$ cat config.mk
export PLATFORM = sky130hd
export DESIGN_NAME = fhp_host
export DESIGN_NICKNAME = d
export VERILOG_FILES = /design/src/rtl/fhp_classify.v /design/src/rtl/fhp_host.v
export VERILOG_INCLUDE_DIRS = /design/src /design/src/rtl
export SDC_FILE = /design/constraint.sdc
export NUM_CORES = 1
export LEC_CHECK = 0
export BUFFER_PORTS_ARGS = -buffer_cell sky130_fd_sc_hd__buf_2
export CORE_ASPECT_RATIO = 0.5
export CORE_MARGIN = 2
export CORE_UTILIZATION = 25
export DETAILED_ROUTE_END_ITERATION = 10
export GPL_ROUTABILITY_DRIVEN = 0
export SLEW_MARGIN = 20
export SYNTH_ARGS = -nofsm -noshare
export SYNTH_HDL_FRONTEND = slang
export SYNTH_HIERARCHICAL = 1
export SYNTH_SLANG_ARGS = --single-unit
$ cat constraint.sdc
create_clock -name pclk -period 8.41 [get_ports pclk]
set_input_delay 0.841 -clock pclk [delete_from_list [all_inputs] [get_ports pclk]]
set_output_delay 0.841 -clock pclk [all_outputs]
set_load 0.02 [all_outputs]
$ cat src/rtl/fhp_consts.vh
`ifndef FHP_CONSTS_VH
`define FHP_CONSTS_VH

// register byte offsets
`define FHP_A_CTRL       8'h00
`define FHP_A_HDRCFG     8'h04
`define FHP_A_NET_DEST   8'h08
`define FHP_A_NET_SRC    8'h0c
`define FHP_A_VALIDITY   8'h10
`define FHP_A_PAYLEN     8'h14
`define FHP_A_RXSTAT     8'h18
`define FHP_A_INT_STAT   8'h1c
`define FHP_A_INT_MASK   8'h20

// control register bits
`define FHP_CTRL_START   0
`define FHP_CTRL_PREEN   1
`define FHP_CTRL_REFUSE  2
`define FHP_CTRL_BUSY    3
`define FHP_CTRL_MCERR   4
`define FHP_CTRL_MCTERM  5

// header config bits (same positions as data_field_control minus 16)
`define FHP_CFG_NET      5
`define FHP_CFG_ASSOC    4

// interrupt event bits
`define FHP_EV_TX_DONE   0
`define FHP_EV_RX_FRAME  1
`define FHP_EV_BAD_AUTH  2
`define FHP_EV_BAD_CODE  3
`define FHP_EV_REJ_SENT  4
`define FHP_EV_RX_MCAST  5
`define FHP_EV_W         6

// first-word frame kinds on the stream, bits 31:24
`define FHP_K_DATA       8'h00
`define FHP_K_BUSY       8'h01
`define FHP_K_REJECT     8'h02
`define FHP_K_PREEMPT    8'h03

// reason codes
`define FHP_RJ_REFUSED   8'h20
`define FHP_RJ_NOT_EN    8'h21
`define FHP_RJ_MC_ERR    8'h22
`define FHP_RJ_MC_TERM   8'h23
`define FHP_BSY_PARTIAL  8'h07

// authority codes
`define FHP_AUTH_IGNORED 4'h0
`define FHP_AUTH_IP      4'h4
`define FHP_AUTH_WD_A    4'hc
`define FHP_AUTH_WD_B    4'he

// section lengths in 32-bit words, then the validity byte mask
`define FHP_RSVD_WORDS   9'd4
`define FHP_NET_WORDS    9'd4
`define FHP_ASSOC_WORDS  9'd8
`define FHP_VALID_RSVD   8'hf1

`endif

$ cat src/rtl/fhp_classify.v
`timescale 1ns/100ps
`include "fhp_consts.vh"

module fhp_classify (
   // fields under test
   input  wire [3:0] dest_auth,
   input  wire [3:0] src_auth,
   input  wire [7:0] reason,
   input  wire [7:0] kind,
   // verdicts
   output reg        auth_bad,
   output reg        code_bad
);

   // withdrawn and reserved codes alike carry no defined format
   function auth_undefined;
      input [3:0] a;
      begin
         auth_undefined = (a > `FHP_AUTH_IP);
      end
   endfunction

   always @* begin
      auth_bad = auth_undefined(dest_auth) | auth_undefined(src_auth);
      code_bad = 1'b0;
      case (kind)
         `FHP_K_BUSY:
            code_bad = !(reason == 8'h01 || reason == 8'h03 ||
                         reason == `FHP_BSY_PARTIAL || reason == 8'hff);
         `FHP_K_REJECT:
            code_bad = (reason == 8'h00) || (reason > `FHP_RJ_MC_TERM);
         default:
            code_bad = 1'b0;
      endcase
   end

endmodule

$ cat src/rtl/fhp_host.v
`timescale 1ns/100ps
`include "fhp_consts.vh"

// What this block does
// - with any optional header, a 16-byte reserved region leads the data field.
// - present headers follow it in order: network, association, device.
// - with no optional header, no space is reserved; payload starts first.
// - header presence comes only from data_field_control bits, set to match.
// - bit 21 flags network header, bit 20 association header; absent ones take no space.
// - bits 17:16 give device header size: none, 16, 32 or 64 bytes.
// - address authority in bits 63:60 decodes 0..4; others reserved.
// - withdrawn authorities 1100 and 1110 are never sent, treated as undefined.
// - association header is eight words: validity, process and operation associators.
// - validity bits 31..28 flag which associators mean something; 27..25 reserved.
// - fabric answers refused or disabled class 1 preemption with fabric_reject.
// - that reject carries 0x20 if refused, 0x21 if preemption disabled.
// - multicast error codes 0x22, 0x23 come only from the fabric; this block also sends them on control bit 4 (bit 5 picks 0x23).
// - port_busy reason 0x07 means partial multicast busy; others reserved; the classifier also accepts 0x01, 0x03 and 0xff.
module fhp_host (
   // clock and reset
   input  wire        pclk,
   input  wire        presetn,
   // apb slave
   input  wire        psel,
   input  wire        penable,
   input  wire        pwrite,
   input  wire [7:0]  paddr,
   input  wire [31:0] pwdata,
   output reg  [31:0] prdata,
   output reg         pready,
   output reg         pslverr,
   output reg         irq,
   // frame stream towards the port
   output reg  [31:0] tx_data,
   output reg         tx_valid,
   output reg         tx_last,
   input  wire        tx_ready,
   // frame stream from the port
   input  wire [31:0] rx_data,
   input  wire        rx_valid,
   input  wire        rx_last,
   output reg         rx_ready
);

   localparam [5:0] S_IDLE  = 6'b000001;
   localparam [5:0] S_RSVD  = 6'b000010;
   localparam [5:0] S_NET   = 6'b000100;
   localparam [5:0] S_ASSOC = 6'b001000;
   localparam [5:0] S_DEV   = 6'b010000;
   localparam [5:0] S_PAY   = 6'b100000;

   // software registers
   reg  [5:0]  ctrl;
   reg  [7:0]  hdr_cfg;
   reg  [31:0] net_dest;
   reg  [31:0] net_src;
   reg  [7:0]  validity;
   reg  [7:0]  pay_len;
   reg  [`FHP_EV_W-1:0] int_stat;
   reg  [`FHP_EV_W-1:0] int_mask;
   // transmit side
   reg  [5:0]  state;
   reg  [8:0]  cnt;
   reg  [8:0]  remain;
   reg         go_pend;
   reg         rsp_pend;
   reg  [7:0]  rsp_kind;
   reg  [7:0]  rsp_code;
   reg  [31:0] next_word;
   // receive side
   reg         rx_busy;
   reg  [8:0]  rx_idx;
   reg  [7:0]  rx_kind;
   reg  [7:0]  rx_dfctl;
   reg  [3:0]  rx_dauth;
   reg  [3:0]  rx_sauth;
   reg  [7:0]  rx_valid_byte;
   reg  [7:0]  rx_reason;
   wire        auth_bad;
   wire        code_bad;

   function [8:0] dev_words;
      input [1:0] code;
      begin
         case (code)
            2'b01:   dev_words = 9'd4;
            2'b10:   dev_words = 9'd8;
            2'b11:   dev_words = 9'd16;
            default: dev_words = 9'd0;
         endcase
      end
   endfunction

   function any_hdr;
      input [7:0] cfg;
      begin
         any_hdr = cfg[`FHP_CFG_NET] | cfg[`FHP_CFG_ASSOC] | (|cfg[1:0]);
      end
   endfunction

   // which section follows a given point in the frame
   function [5:0] sec_after;
      input [2:0] lvl;
      input [7:0] cfg;
      begin
         if (lvl == 3'd0 && !any_hdr(cfg))
            sec_after = S_PAY;
         else if (lvl == 3'd0)
            sec_after = S_RSVD;
         else if (lvl <= 3'd1 && cfg[`FHP_CFG_NET])
            sec_after = S_NET;
         else if (lvl <= 3'd2 && cfg[`FHP_CFG_ASSOC])
            sec_after = S_ASSOC;
         else if (lvl <= 3'd3 && (|cfg[1:0]))
            sec_after = S_DEV;
         else
            sec_after = S_PAY;
      end
   endfunction

   // undefined authorities go out as "ignored" so nothing withdrawn leaves
   function [31:0] clean_addr;
      input [31:0] a;
      begin
         if (a[31:28] > `FHP_AUTH_IP)
            clean_addr = {`FHP_AUTH_IGNORED, a[27:0]};
         else
            clean_addr = a;
      end
   endfunction

   // bits 23,22,19,18 stay zero; presence matches what is inserted
   wire [7:0] tx_dfctl = {2'b00, hdr_cfg[`FHP_CFG_NET], hdr_cfg[`FHP_CFG_ASSOC],
                          2'b00, hdr_cfg[1:0]};
   wire [8:0] total = 9'd1 + (any_hdr(hdr_cfg) ? `FHP_RSVD_WORDS : 9'd0)
                    + (hdr_cfg[`FHP_CFG_NET] ? `FHP_NET_WORDS : 9'd0)
                    + (hdr_cfg[`FHP_CFG_ASSOC] ? `FHP_ASSOC_WORDS : 9'd0)
                    + dev_words(hdr_cfg[1:0]) + {1'b0, pay_len};
   wire       advance = !tx_valid || tx_ready;

   always @* begin
      case (state)
         S_RSVD:  next_word = 32'h0000_0000;
         S_NET:
            case (cnt[1:0])
               2'd0:    next_word = clean_addr(net_dest);
               2'd2:    next_word = clean_addr(net_src);
               default: next_word = 32'h0000_0000;
            endcase
         S_ASSOC:
            if (cnt == 9'd0)
               next_word = {validity & `FHP_VALID_RSVD, 24'h000000};
            else
               next_word = 32'h0000_0000;
         S_PAY:   next_word = {23'h000000, cnt};
         default: next_word = 32'h0000_0000;
      endcase
   end

   // apb access and event register
   wire       wr_acc = psel && penable && pwrite;
   wire       setup  = psel && !penable;
   wire       mapped = (paddr <= `FHP_A_INT_MASK) && (paddr[1:0] == 2'b00);
   wire       tx_done_ev = tx_valid && tx_ready && tx_last;
   reg        rx_frame_ev;
   reg        bad_auth_ev;
   reg        bad_code_ev;
   reg        rej_sent_ev;
   reg        mcast_ev;
   wire [`FHP_EV_W-1:0] ev = {mcast_ev, rej_sent_ev, bad_code_ev, bad_auth_ev,
                              rx_frame_ev, tx_done_ev};

   always @(posedge pclk or negedge presetn) begin
      if (!presetn) begin
         prdata   <= 32'h0000_0000;
         pready   <= 1'b0;
         pslverr  <= 1'b0;
         irq      <= 1'b0;
         ctrl     <= 6'h00;
         hdr_cfg  <= 8'h00;
         net_dest <= 32'h0000_0000;
         net_src  <= 32'h0000_0000;
         validity <= 8'h00;
         pay_len  <= 8'h00;
         int_stat <= {`FHP_EV_W{1'b0}};
         int_mask <= {`FHP_EV_W{1'b0}};
      end else begin
         pready  <= setup;
         pslverr <= setup && !mapped;
         if (setup) begin
            case (paddr)
               `FHP_A_CTRL:     prdata <= {26'h0, ctrl};
               `FHP_A_HDRCFG:   prdata <= {24'h0, hdr_cfg};
               `FHP_A_NET_DEST: prdata <= net_dest;
               `FHP_A_NET_SRC:  prdata <= net_src;
               `FHP_A_VALIDITY: prdata <= {24'h0, validity};
               `FHP_A_PAYLEN:   prdata <= {24'h0, pay_len};
               `FHP_A_RXSTAT:   prdata <= {rx_reason, rx_valid_byte, rx_sauth, rx_dauth,
                                           rx_dfctl};
               `FHP_A_INT_STAT: prdata <= {26'h0, int_stat};
               `FHP_A_INT_MASK: prdata <= {26'h0, int_mask};
               default:         prdata <= 32'h0000_0000;
            endcase
         end
         // command bits 0,3,4 are pulses; bits 1,2 and 5 persist
         ctrl[`FHP_CTRL_START] <= 1'b0;
         ctrl[`FHP_CTRL_BUSY]  <= 1'b0;
         ctrl[`FHP_CTRL_MCERR] <= 1'b0;
         if (wr_acc) begin
            case (paddr)
               `FHP_A_CTRL:     ctrl     <= pwdata[5:0];
               `FHP_A_HDRCFG:   hdr_cfg  <= pwdata[7:0] & 8'h33;
               `FHP_A_NET_DEST: net_dest <= pwdata;
               `FHP_A_NET_SRC:  net_src  <= pwdata;
               `FHP_A_VALIDITY: validity <= pwdata[7:0];
               `FHP_A_PAYLEN:   pay_len  <= pwdata[7:0];
               `FHP_A_INT_MASK: int_mask <= pwdata[`FHP_EV_W-1:0];
               default:         ;
            endcase
         end
         // a new event wins over a write-one clear in the same cycle
         if (wr_acc && paddr == `FHP_A_INT_STAT)
            int_stat <= (int_stat & ~pwdata[`FHP_EV_W-1:0]) | ev;
         else
            int_stat <= int_stat | ev;
         irq <= |(int_stat & int_mask);
      end
   end

   // transmit sequencer
   always @(posedge pclk or negedge presetn) begin
      if (!presetn) begin
         state       <= S_IDLE;
         cnt         <= 9'd0;
         remain      <= 9'd0;
         go_pend     <= 1'b0;
         rsp_pend    <= 1'b0;
         rsp_kind    <= 8'h00;
         rsp_code    <= 8'h00;
         tx_data     <= 32'h0000_0000;
         tx_valid    <= 1'b0;
         tx_last     <= 1'b0;
         rej_sent_ev <= 1'b0;
      end else begin
         rej_sent_ev <= 1'b0;
         if (ctrl[`FHP_CTRL_START])
            go_pend <= 1'b1;
         // later requests overwrite an answer not yet sent
         if (rx_frame_ev && rx_kind == `FHP_K_PREEMPT && !ctrl[`FHP_CTRL_PREEN]) begin
            rsp_pend <= 1'b1;
            rsp_kind <= `FHP_K_REJECT;
            rsp_code <= `FHP_RJ_NOT_EN;
         end else if (rx_frame_ev && rx_kind == `FHP_K_PREEMPT && ctrl[`FHP_CTRL_REFUSE]) begin
            rsp_pend <= 1'b1;
            rsp_kind <= `FHP_K_REJECT;
            rsp_code <= `FHP_RJ_REFUSED;
         end else if (ctrl[`FHP_CTRL_MCERR]) begin
            rsp_pend <= 1'b1;
            rsp_kind <= `FHP_K_REJECT;
            rsp_code <= ctrl[`FHP_CTRL_MCTERM] ? `FHP_RJ_MC_TERM : `FHP_RJ_MC_ERR;
         end else if (ctrl[`FHP_CTRL_BUSY]) begin
            rsp_pend <= 1'b1;
            rsp_kind <= `FHP_K_BUSY;
            rsp_code <= `FHP_BSY_PARTIAL;
         end
         if (advance) begin
            tx_valid <= 1'b0;
            tx_last  <= 1'b0;
         end
         case (state)
            S_IDLE: begin
               if (advance && rsp_pend) begin
                  tx_data     <= {rsp_kind, rsp_code, 16'h0000};
                  tx_valid    <= 1'b1;
                  tx_last     <= 1'b1;
                  rsp_pend    <= 1'b0;
                  rej_sent_ev <= (rsp_kind == `FHP_K_REJECT);
               end else if (advance && go_pend) begin
                  tx_data  <= {`FHP_K_DATA, tx_dfctl, 16'h0000};
                  tx_valid <= 1'b1;
                  tx_last  <= (total == 9'd1);
                  go_pend  <= 1'b0;
                  remain   <= total - 9'd1;
                  cnt      <= 9'd0;
                  if (total != 9'd1)
                     state <= sec_after(3'd0, hdr_cfg);
               end
            end
            S_RSVD, S_NET, S_ASSOC, S_DEV, S_PAY: begin
               if (advance) begin
                  tx_data  <= next_word;
                  tx_valid <= 1'b1;
                  tx_last  <= (remain == 9'd1);
                  remain   <= remain - 9'd1;
                  cnt      <= cnt + 9'd1;
                  if (remain == 9'd1) begin
                     state <= S_IDLE;
                  end else if ((state == S_RSVD && cnt == `FHP_RSVD_WORDS - 9'd1) ||
                               (state == S_NET && cnt == `FHP_NET_WORDS - 9'd1) ||
                               (state == S_ASSOC && cnt == `FHP_ASSOC_WORDS - 9'd1) ||
                               (state == S_DEV && cnt == dev_words(hdr_cfg[1:0]) - 9'd1)) begin
                     cnt <= 9'd0;
                     if (state == S_RSVD)
                        state <= sec_after(3'd1, hdr_cfg);
                     else if (state == S_NET)
                        state <= sec_after(3'd2, hdr_cfg);
                     else if (state == S_ASSOC)
                        state <= sec_after(3'd3, hdr_cfg);
                     else
                        state <= S_PAY;
                  end
               end
            end
            default: state <= S_IDLE;
         endcase
      end
   end

   // receive parser: offsets follow from the first word only
   wire       rx_any   = rx_dfctl[5] | rx_dfctl[4] | (|rx_dfctl[1:0]);
   wire [8:0] net_base = rx_any ? 9'd1 + `FHP_RSVD_WORDS : 9'd1;
   wire [8:0] asc_base = net_base + (rx_dfctl[5] ? `FHP_NET_WORDS : 9'd0);
   wire       rx_take  = rx_valid && rx_ready;
   reg        chk_auth;

   fhp_classify u_classify (
      .dest_auth (rx_dauth),
      .src_auth  (rx_sauth),
      .reason    (rx_reason),
      .kind      (rx_kind),
      .auth_bad  (auth_bad),
      .code_bad  (code_bad)
   );

   always @(posedge pclk or negedge presetn) begin
      if (!presetn) begin
         rx_ready      <= 1'b0;
         rx_busy       <= 1'b0;
         rx_idx        <= 9'd0;
         rx_kind       <= 8'h00;
         rx_dfctl      <= 8'h00;
         rx_dauth      <= 4'h0;
         rx_sauth      <= 4'h0;
         rx_valid_byte <= 8'h00;
         rx_reason     <= 8'h00;
         rx_frame_ev   <= 1'b0;
         bad_auth_ev   <= 1'b0;
         bad_code_ev   <= 1'b0;
         mcast_ev      <= 1'b0;
         chk_auth      <= 1'b0;
      end else begin
         rx_ready    <= 1'b1;
         rx_frame_ev <= 1'b0;
         mcast_ev    <= 1'b0;
         // classifier reads fields one cycle after the frame closes
         bad_auth_ev <= rx_frame_ev && chk_auth && auth_bad;
         bad_code_ev <= rx_frame_ev && code_bad;
         if (rx_take) begin
            rx_idx  <= rx_busy ? rx_idx + 9'd1 : 9'd1;
            rx_busy <= !rx_last;
            if (!rx_busy) begin
               rx_kind       <= rx_data[31:24];
               rx_dfctl      <= {2'b00, rx_data[21:20], 2'b00, rx_data[17:16]};
               rx_reason     <= rx_data[23:16];
               rx_dauth      <= `FHP_AUTH_IGNORED;
               rx_sauth      <= `FHP_AUTH_IGNORED;
               rx_valid_byte <= 8'h00;
               chk_auth      <= 1'b0;
            end else if (rx_kind == `FHP_K_DATA) begin
               // reserved words and reserved bits are passed over silently
               if (rx_dfctl[5] && rx_idx == net_base) begin
                  rx_dauth <= rx_data[31:28];
                  chk_auth <= 1'b1;
               end
               if (rx_dfctl[5] && rx_idx == net_base + 9'd2)
                  rx_sauth <= rx_data[31:28];
               if (rx_dfctl[4] && rx_idx == asc_base)
                  rx_valid_byte <= rx_data[31:24] & `FHP_VALID_RSVD;
            end
            if (rx_last) begin
               rx_frame_ev <= 1'b1;
               mcast_ev    <= rx_busy && rx_kind == `FHP_K_DATA && rx_dfctl[4] &&
                              rx_idx == asc_base && rx_data[24];
            end
         end
         if (rx_frame_ev && rx_kind == `FHP_K_DATA && rx_valid_byte[0])
            mcast_ev <= 1'b1;
      end
   end

endmodule

== Word level (Yosys, flattened, before mapping) ==
Cells that the tools add are included.

* Flip-flop bits (word level): 266
* Output and inout port bits: 70
* Logic and storage cells: 278

* $add $sub $neg: 12
* Magnitude comparators: 6
* Equal/unequal tests: 45
* Muxes and demuxes: 96
* Bitwise logic cells: 11
* Reductions and logical operators: 70

{| class="wikitable"
|+ Operator list
! operator !! count
|-
| $pmux 32 s9 || 1
|-
| $mux 32 || 6
|-
| $pmux 32 s2 || 2
|-
| $mux 9 || 12
|-
| $pmux 32 s3 || 1
|-
| $mux 8 || 11
|-
| $mux 6 || 14
|-
| $pmux 9 s2 || 2
|-
| $eq 8x2->1 const B || 4
|-
| $eq 8x5->1 const B || 4
|-
| $logic_and 1x1->1 || 30
|-
| $mux 1 || 29
|-
| $mux 4 || 7
|-
| $sub 9x1->9 const B || 3
|-
| $logic_not 8->1 || 3
|-
| $add 9x1->9 const B || 2
|-
| $eq 9x1->1 const B || 2
|-
| $eq 9x4->1 || 2
|-
| $eq 8x1->1 const B || 2
|-
| $eq 8x3->1 const B || 2
|-
| $eq 8x4->1 const B || 2
|-
| $gt 4x3->1 const B || 4
|-
| $reduce_and 2->1 || 8
|-
| $pmux 5 s3 || 1
|-
| other kinds (48) || 86
|}

== Depth between registers and ports, before layout ==
* Depth after elaboration: 13
* Mapped depth: 15

== Hierarchy ==
Netlist, hierarchy kept.

{| class="wikitable"
|+ Modules (own cells, without submodules)
! module !! instances !! cells an instance !! area an instance (um2) !! sequential area each (um2)
|-
| fhp_host || 1 || 1129 || 12079.1 || 6182.2
|-
| fhp_classify || 1 || 20 || 150.1 || 0.0
|}

== Worst setup path before layout ==
Ideal clock, no wire load.

* Path type: register to register
* From: register hdr_cfg[0]
* To: register state[5]
* Setup time: 0.127 ns
* Arrival time: 3.534 ns
* Data required time: 8.283 ns
* Slack: 4.748 ns
* Cell stages (with the launch flop): 15
* Period minus slack after synthesis: 3.662 ns
* Cell sequence: dfrtp_1 > inv_1 > ha_1 > inv_1 > fa_1 > inv_1 > ha_1 > ha_1 > a211o_1 > and3_1 > o311ai_0 > nor3_1 > and3_1 > a21oi_2 > mux2_1

* Word-level cells in the longest chain between the ends: 11
* Elaborated cells between the ends (all ways): 37
* Those cells by class: 6 x add/sub; 7 x eq/ne; 19 x mux; 1 x bitwise; 4 x reduce/logical

{| class="wikitable"
|+ Ends and longest elaborated chain
! item !! line !! source
|-
| start: declaration || fhp_host.v:54 || <nowiki>reg [7:0] hdr_cfg;</nowiki>
|-
| start signal: assignment || fhp_host.v:212 || <nowiki>`FHP_A_HDRCFG: hdr_cfg <= pwdata[7:0] & 8'h33;</nowiki>
|-
| $reduce_or 2->1 (tied with other cells) || fhp_host.v:97, fhp_host.v:114 ||
|-
| $or 1x1->1 or $pmux 5 s3 (tied branches) || - ||
|-
| $mux 3 or $mux 9 (tied branches) || fhp_host.v:135, fhp_host.v:296 ||
|-
| $add 1x3->4 or $mux 9 (tied branches) || fhp_host.v:135, fhp_host.v:290 ||
|-
| $add 4x3->5 or $mux 9 (tied branches) || fhp_host.v:135, fhp_host.v:270 ||
|-
| $add 5x4->6 or $sub 9x1->9 (tied branches) || fhp_host.v:135, fhp_host.v:301 ||
|-
| $add 6x9->9 or $eq 9x9->1 (tied branches) || fhp_host.v:135, fhp_host.v:301 ||
|-
| $add 9x8->9 or $logic_and 1x1->1 (tied branches) || fhp_host.v:135, fhp_host.v:301 ||
|-
| $ne 9x1->1 or $logic_or 1x1->1 (tied branches) || fhp_host.v:285, fhp_host.v:298 ||
|-
| $ne 2x2->1 (no source line) or $ne 3x3->1 (tied branches) || - ||
|-
| $reduce_and 5->1 (no source line) || - ||
|-
| end signal: assignment || fhp_host.v:286 || <nowiki>state <= sec_after(3'd0, hdr_cfg);</nowiki>
|-
| end signal: assignment || fhp_host.v:304 || <nowiki>state <= sec_after(3'd1, hdr_cfg);</nowiki>
|-
| end signal: assignment || fhp_host.v:306 || <nowiki>state <= sec_after(3'd2, hdr_cfg);</nowiki>
|-
| end: declaration || fhp_host.v:62 || <nowiki>reg [5:0] state;</nowiki>
|}

Several ways; a longest one is shown, not always the timed one. The select of a mux whose other input is x is not followed.
A chain may end at the register's enable or synchronous reset.

== Worst setup path in the final report ==
Ends and elaborated chain as after synthesis.

==> run summary <==
Status - completed
Max_cap viols - 0
Hold-fix buffers, CTS - 0
Cts repair resizes - 0
Most used DFF post-synth - dfrtp_1
Int Pwr - 2090 µW
Post-Layout Cell Count - 1930
CP endpoint kind - register
Worst R2R Start - hdr_cfg[0]$_DFFE_PN0P_
Slowest CP cell - o311ai_0
Met3 Use GR - 0.0165
Register area share after synthesis - 0.506
Switch Pwr - 893 µW
Starting Density - 0.253
Slew HR - 0.199
Net Sw Frac - 0.300
Met1 GRT Util - 0.181
P&R area growth vs syn - 18.1%
F_max - 0.241 GHz
Postcts setup bufs - 0
Slew Viols, Final - 0
Combinational share of power - 0.145
FF-to-FF path depth - 14
DR vias/cell - 4.94
Routing usage on met2 - 0.242
Gate Count Post-Synth - 1149
CTS tree - yes
Drc violations - 0
Final Hold Vio Count - 0
Fin nets - 1365
Setup crit start kind - register
Core Region - 48400 µm²
FP Rows - 57
Width of the die - 317 µm
Final min period - 4140 ps
Full die area - 50800 µm²
Most Crowded Layer GR - met2
Final ANT Viol Nets - 0
Clk sinks - 247
Measured slew at the worst slew-check pin - 1190 ps
Most frequent cells in the layout - dfrtp_1 (246), nand2_1 (133), buf_2 (132), mux2_2 (109), o21ai_0 (93)
Detailed Place HPWL - 24800 µm
Flop pwr share - 0.469
Crit-path cells - inv_1 > ha_1 > inv_1 > fa_1 > inv_1 > ha_1 > ha_1 > a211o_1 > and3_1 > o311ai_0 > nor3_1 > and3_1 > a21oi_2 > mux2_1
Root Buffer - clkbuf_16
PD cells - 206 nW/µm²
Skew-Pair Late Insertion Delay - 530 ps
Drt pass-1 iters - 6
Register bit total from synthesis - 247
DRT iter0 DRCs - 885
Clock slew at reported path FFs - 60 ps
DP Cell Count - 1878
Critical path class - reg2reg
CP arrival - 4550 ps
CP startpoint - hdr_cfg[0]$_DFFE_PN0P_
Syn_nets - 1256
Multi-input logic area - 5690 µm²
Clock Skew - 7.52 ps
Post-synth EDFFs - 0
# fillers - 4989
Fin crit share - 0.493
Most common cell after layout, fill and taps aside - dfrtp_1
Layout cells sized above 1 - 0.260
CP Max Fanout - 5
Synth async-reset ratio - 1.00
Pleak - 0.00650 µW
Cell variety after synth - 78
Mapped cell area - 12200 µm²
Gr usage total - 0.139
H-tree depth - 1
Setup violators final - 0
IO Port Bufs - 133
Total grt overflow - 0
First-pass GRT wire length - 55700 µm
RR Endpoint - state[5]$_DFFE_PN0P_
Clock Power Share - 0.386
R2R setup slack - 4270 ps
Final WL - 35700 µm
IO Pins - 150
Initial antenna violation count - 3
CP Capture Point - state[5]$_DFFE_PN0P_
Worst-case clock buffer depth - 3
Die height - 160 µm
Vias in the first global route - 9338
Type of the worst min-delay path - in2async
Largest net degree at the start of global routing - 170
Worst VDD drop - 0.176 mV
FF+latch area - 6180 µm²
Avg Cell Area, Syn - 10.6 µm²
Yosys warnings - 6
Routed length per placed instance - 18.5 µm
Vias post-DR - 9543
Crit path largest cell delay - 600 ps
Sum of negative setup slack - 0 ps
RSZ-0062 raised after global routing - false
CTS Buf Count - 27
WP data required - 8820 ps
## kinds of logic after synthesis
group / count (synthesis) / share of synthesized area
other: 1 / 0.000307
AOI/OAI and AO/OA: 296 / 0.168
adders and majority gates: 27 / 0.0295
DFF: 247 / 0.506
buffers and inverters: 96 / 0.0323
and+or+nand+nor: 346 / 0.142
muxes: 119 / 0.110
xor gates and xnor gates: 17 / 0.0122
## critical path, delay by kind of cell (launching register included)
| kind | cells | cell delay, ps |
|---|---|---|
| buffers and inverters | 3 | 260 |
| and+or+nand+nor | 3 | 640 |
| DFF | 1 | 450 |
| AOI/OAI and AO/OA | 3 | 1070 |
| adders and majority gates | 4 | 1260 |
| muxes | 1 | 330 |
## layer usage
metal | vias to the layer above | wire [µm]
met1 | 4823 | 15600
met4 | 0 | 909
met2 | 233 | 17900
met5 | - | 0
met3 | 50 | 1310
li1 | 4437 | -
## state kept, by name (all words and copies together) (netlist names), 8 cells and up
register	count
prdata	32
remain	9
validity	8
net_dest	32
net_src	32
rx_idx	9
rx_reason	8
pay_len	8
rx_kind	8
cnt	9
tx_data	32
## layout make-up
| class | count | area share |
|---|---|---|
| flip-flops and latches | 247 | 0.428 |
| multi-input cells | 806 | 0.394 |
| well taps | 649 | 0.0562 |
| repair buffers | 145 | 0.0539 |
| clock buffers | 33 | 0.0511 |
| clock inverters | 16 | 0.00840 |
| inverters | 31 | 0.00806 |
| diodes | 3 | 0.000520 |
## metrics by stage
step	util	hold WS (ps)	power [µW]	setup WS, ps	cell area, µm²
5_1_grt	0.298	317	3120	4050	14400
3_3_place_gp	0.280	413	1840	4380	13600
3_5_place_dp	0.280	422	1850	4300	13600
6_report	0.298	284	2980	4270	14400
4_1_cts	0.298	299	3010	4270	14400
2_1_floorplan	-	404	1660	4750	12200
## synthesized netlist by cell type (8+ instances only)
library cell    n  share of area
a222oi_1       21          0.017
nor2b_1         8         0.0041
mux2_2        109           0.10
and3_1         12         0.0061
o21ai_0        93          0.038
dfrtp_1       246           0.50
o31ai_1        15         0.0092
nand2b_1       16         0.0082
o22ai_1         8         0.0041
buf_2          19         0.0078
nor2_1         56          0.017
a21o_1         11         0.0068
xor2_1          9         0.0064
xnor2_1         8         0.0057
a21oi_1        35          0.014
ha_1           24          0.025
nand3_1        23         0.0094
nand2_1       133          0.041
inv_1          31         0.0095
nor4_1          8         0.0041
nand4_1         9         0.0046
a22oi_1        47          0.029
nor3_1         22         0.0090
clkbuf_1       40          0.012
nand3b_1        9         0.0055
and2_1          8         0.0041
a22o_1         13         0.0093
## power by group through the flow
stage	Sequential, µW	Clock (µW)	Combinational [µW]
after floorplan	1380	0	282
after global placement	1410	0	427
after detailed placement	1420	0	434
final	1400	1150	432
after global routing	1410	1230	480
after CTS	1400	1180	437
## worst min path at each step
stage                               start                endpoint  slack (ps)
global placement    bad_auth_ev$_DFF_PN0_   int_stat[2]$_DFF_PN0_         410
finish                            presetn   prdata[7]$_DFFE_PN0P_         280
floorplan           bad_auth_ev$_DFF_PN0_   int_stat[2]$_DFF_PN0_         400
global route                      presetn  prdata[29]$_DFFE_PN0P_         320
CTS                               presetn   prdata[7]$_DFFE_PN0P_         300
detailed placement  bad_auth_ev$_DFF_PN0_   int_stat[2]$_DFF_PN0_         420
No activity file was read; power rests on OpenSTA's default activity.
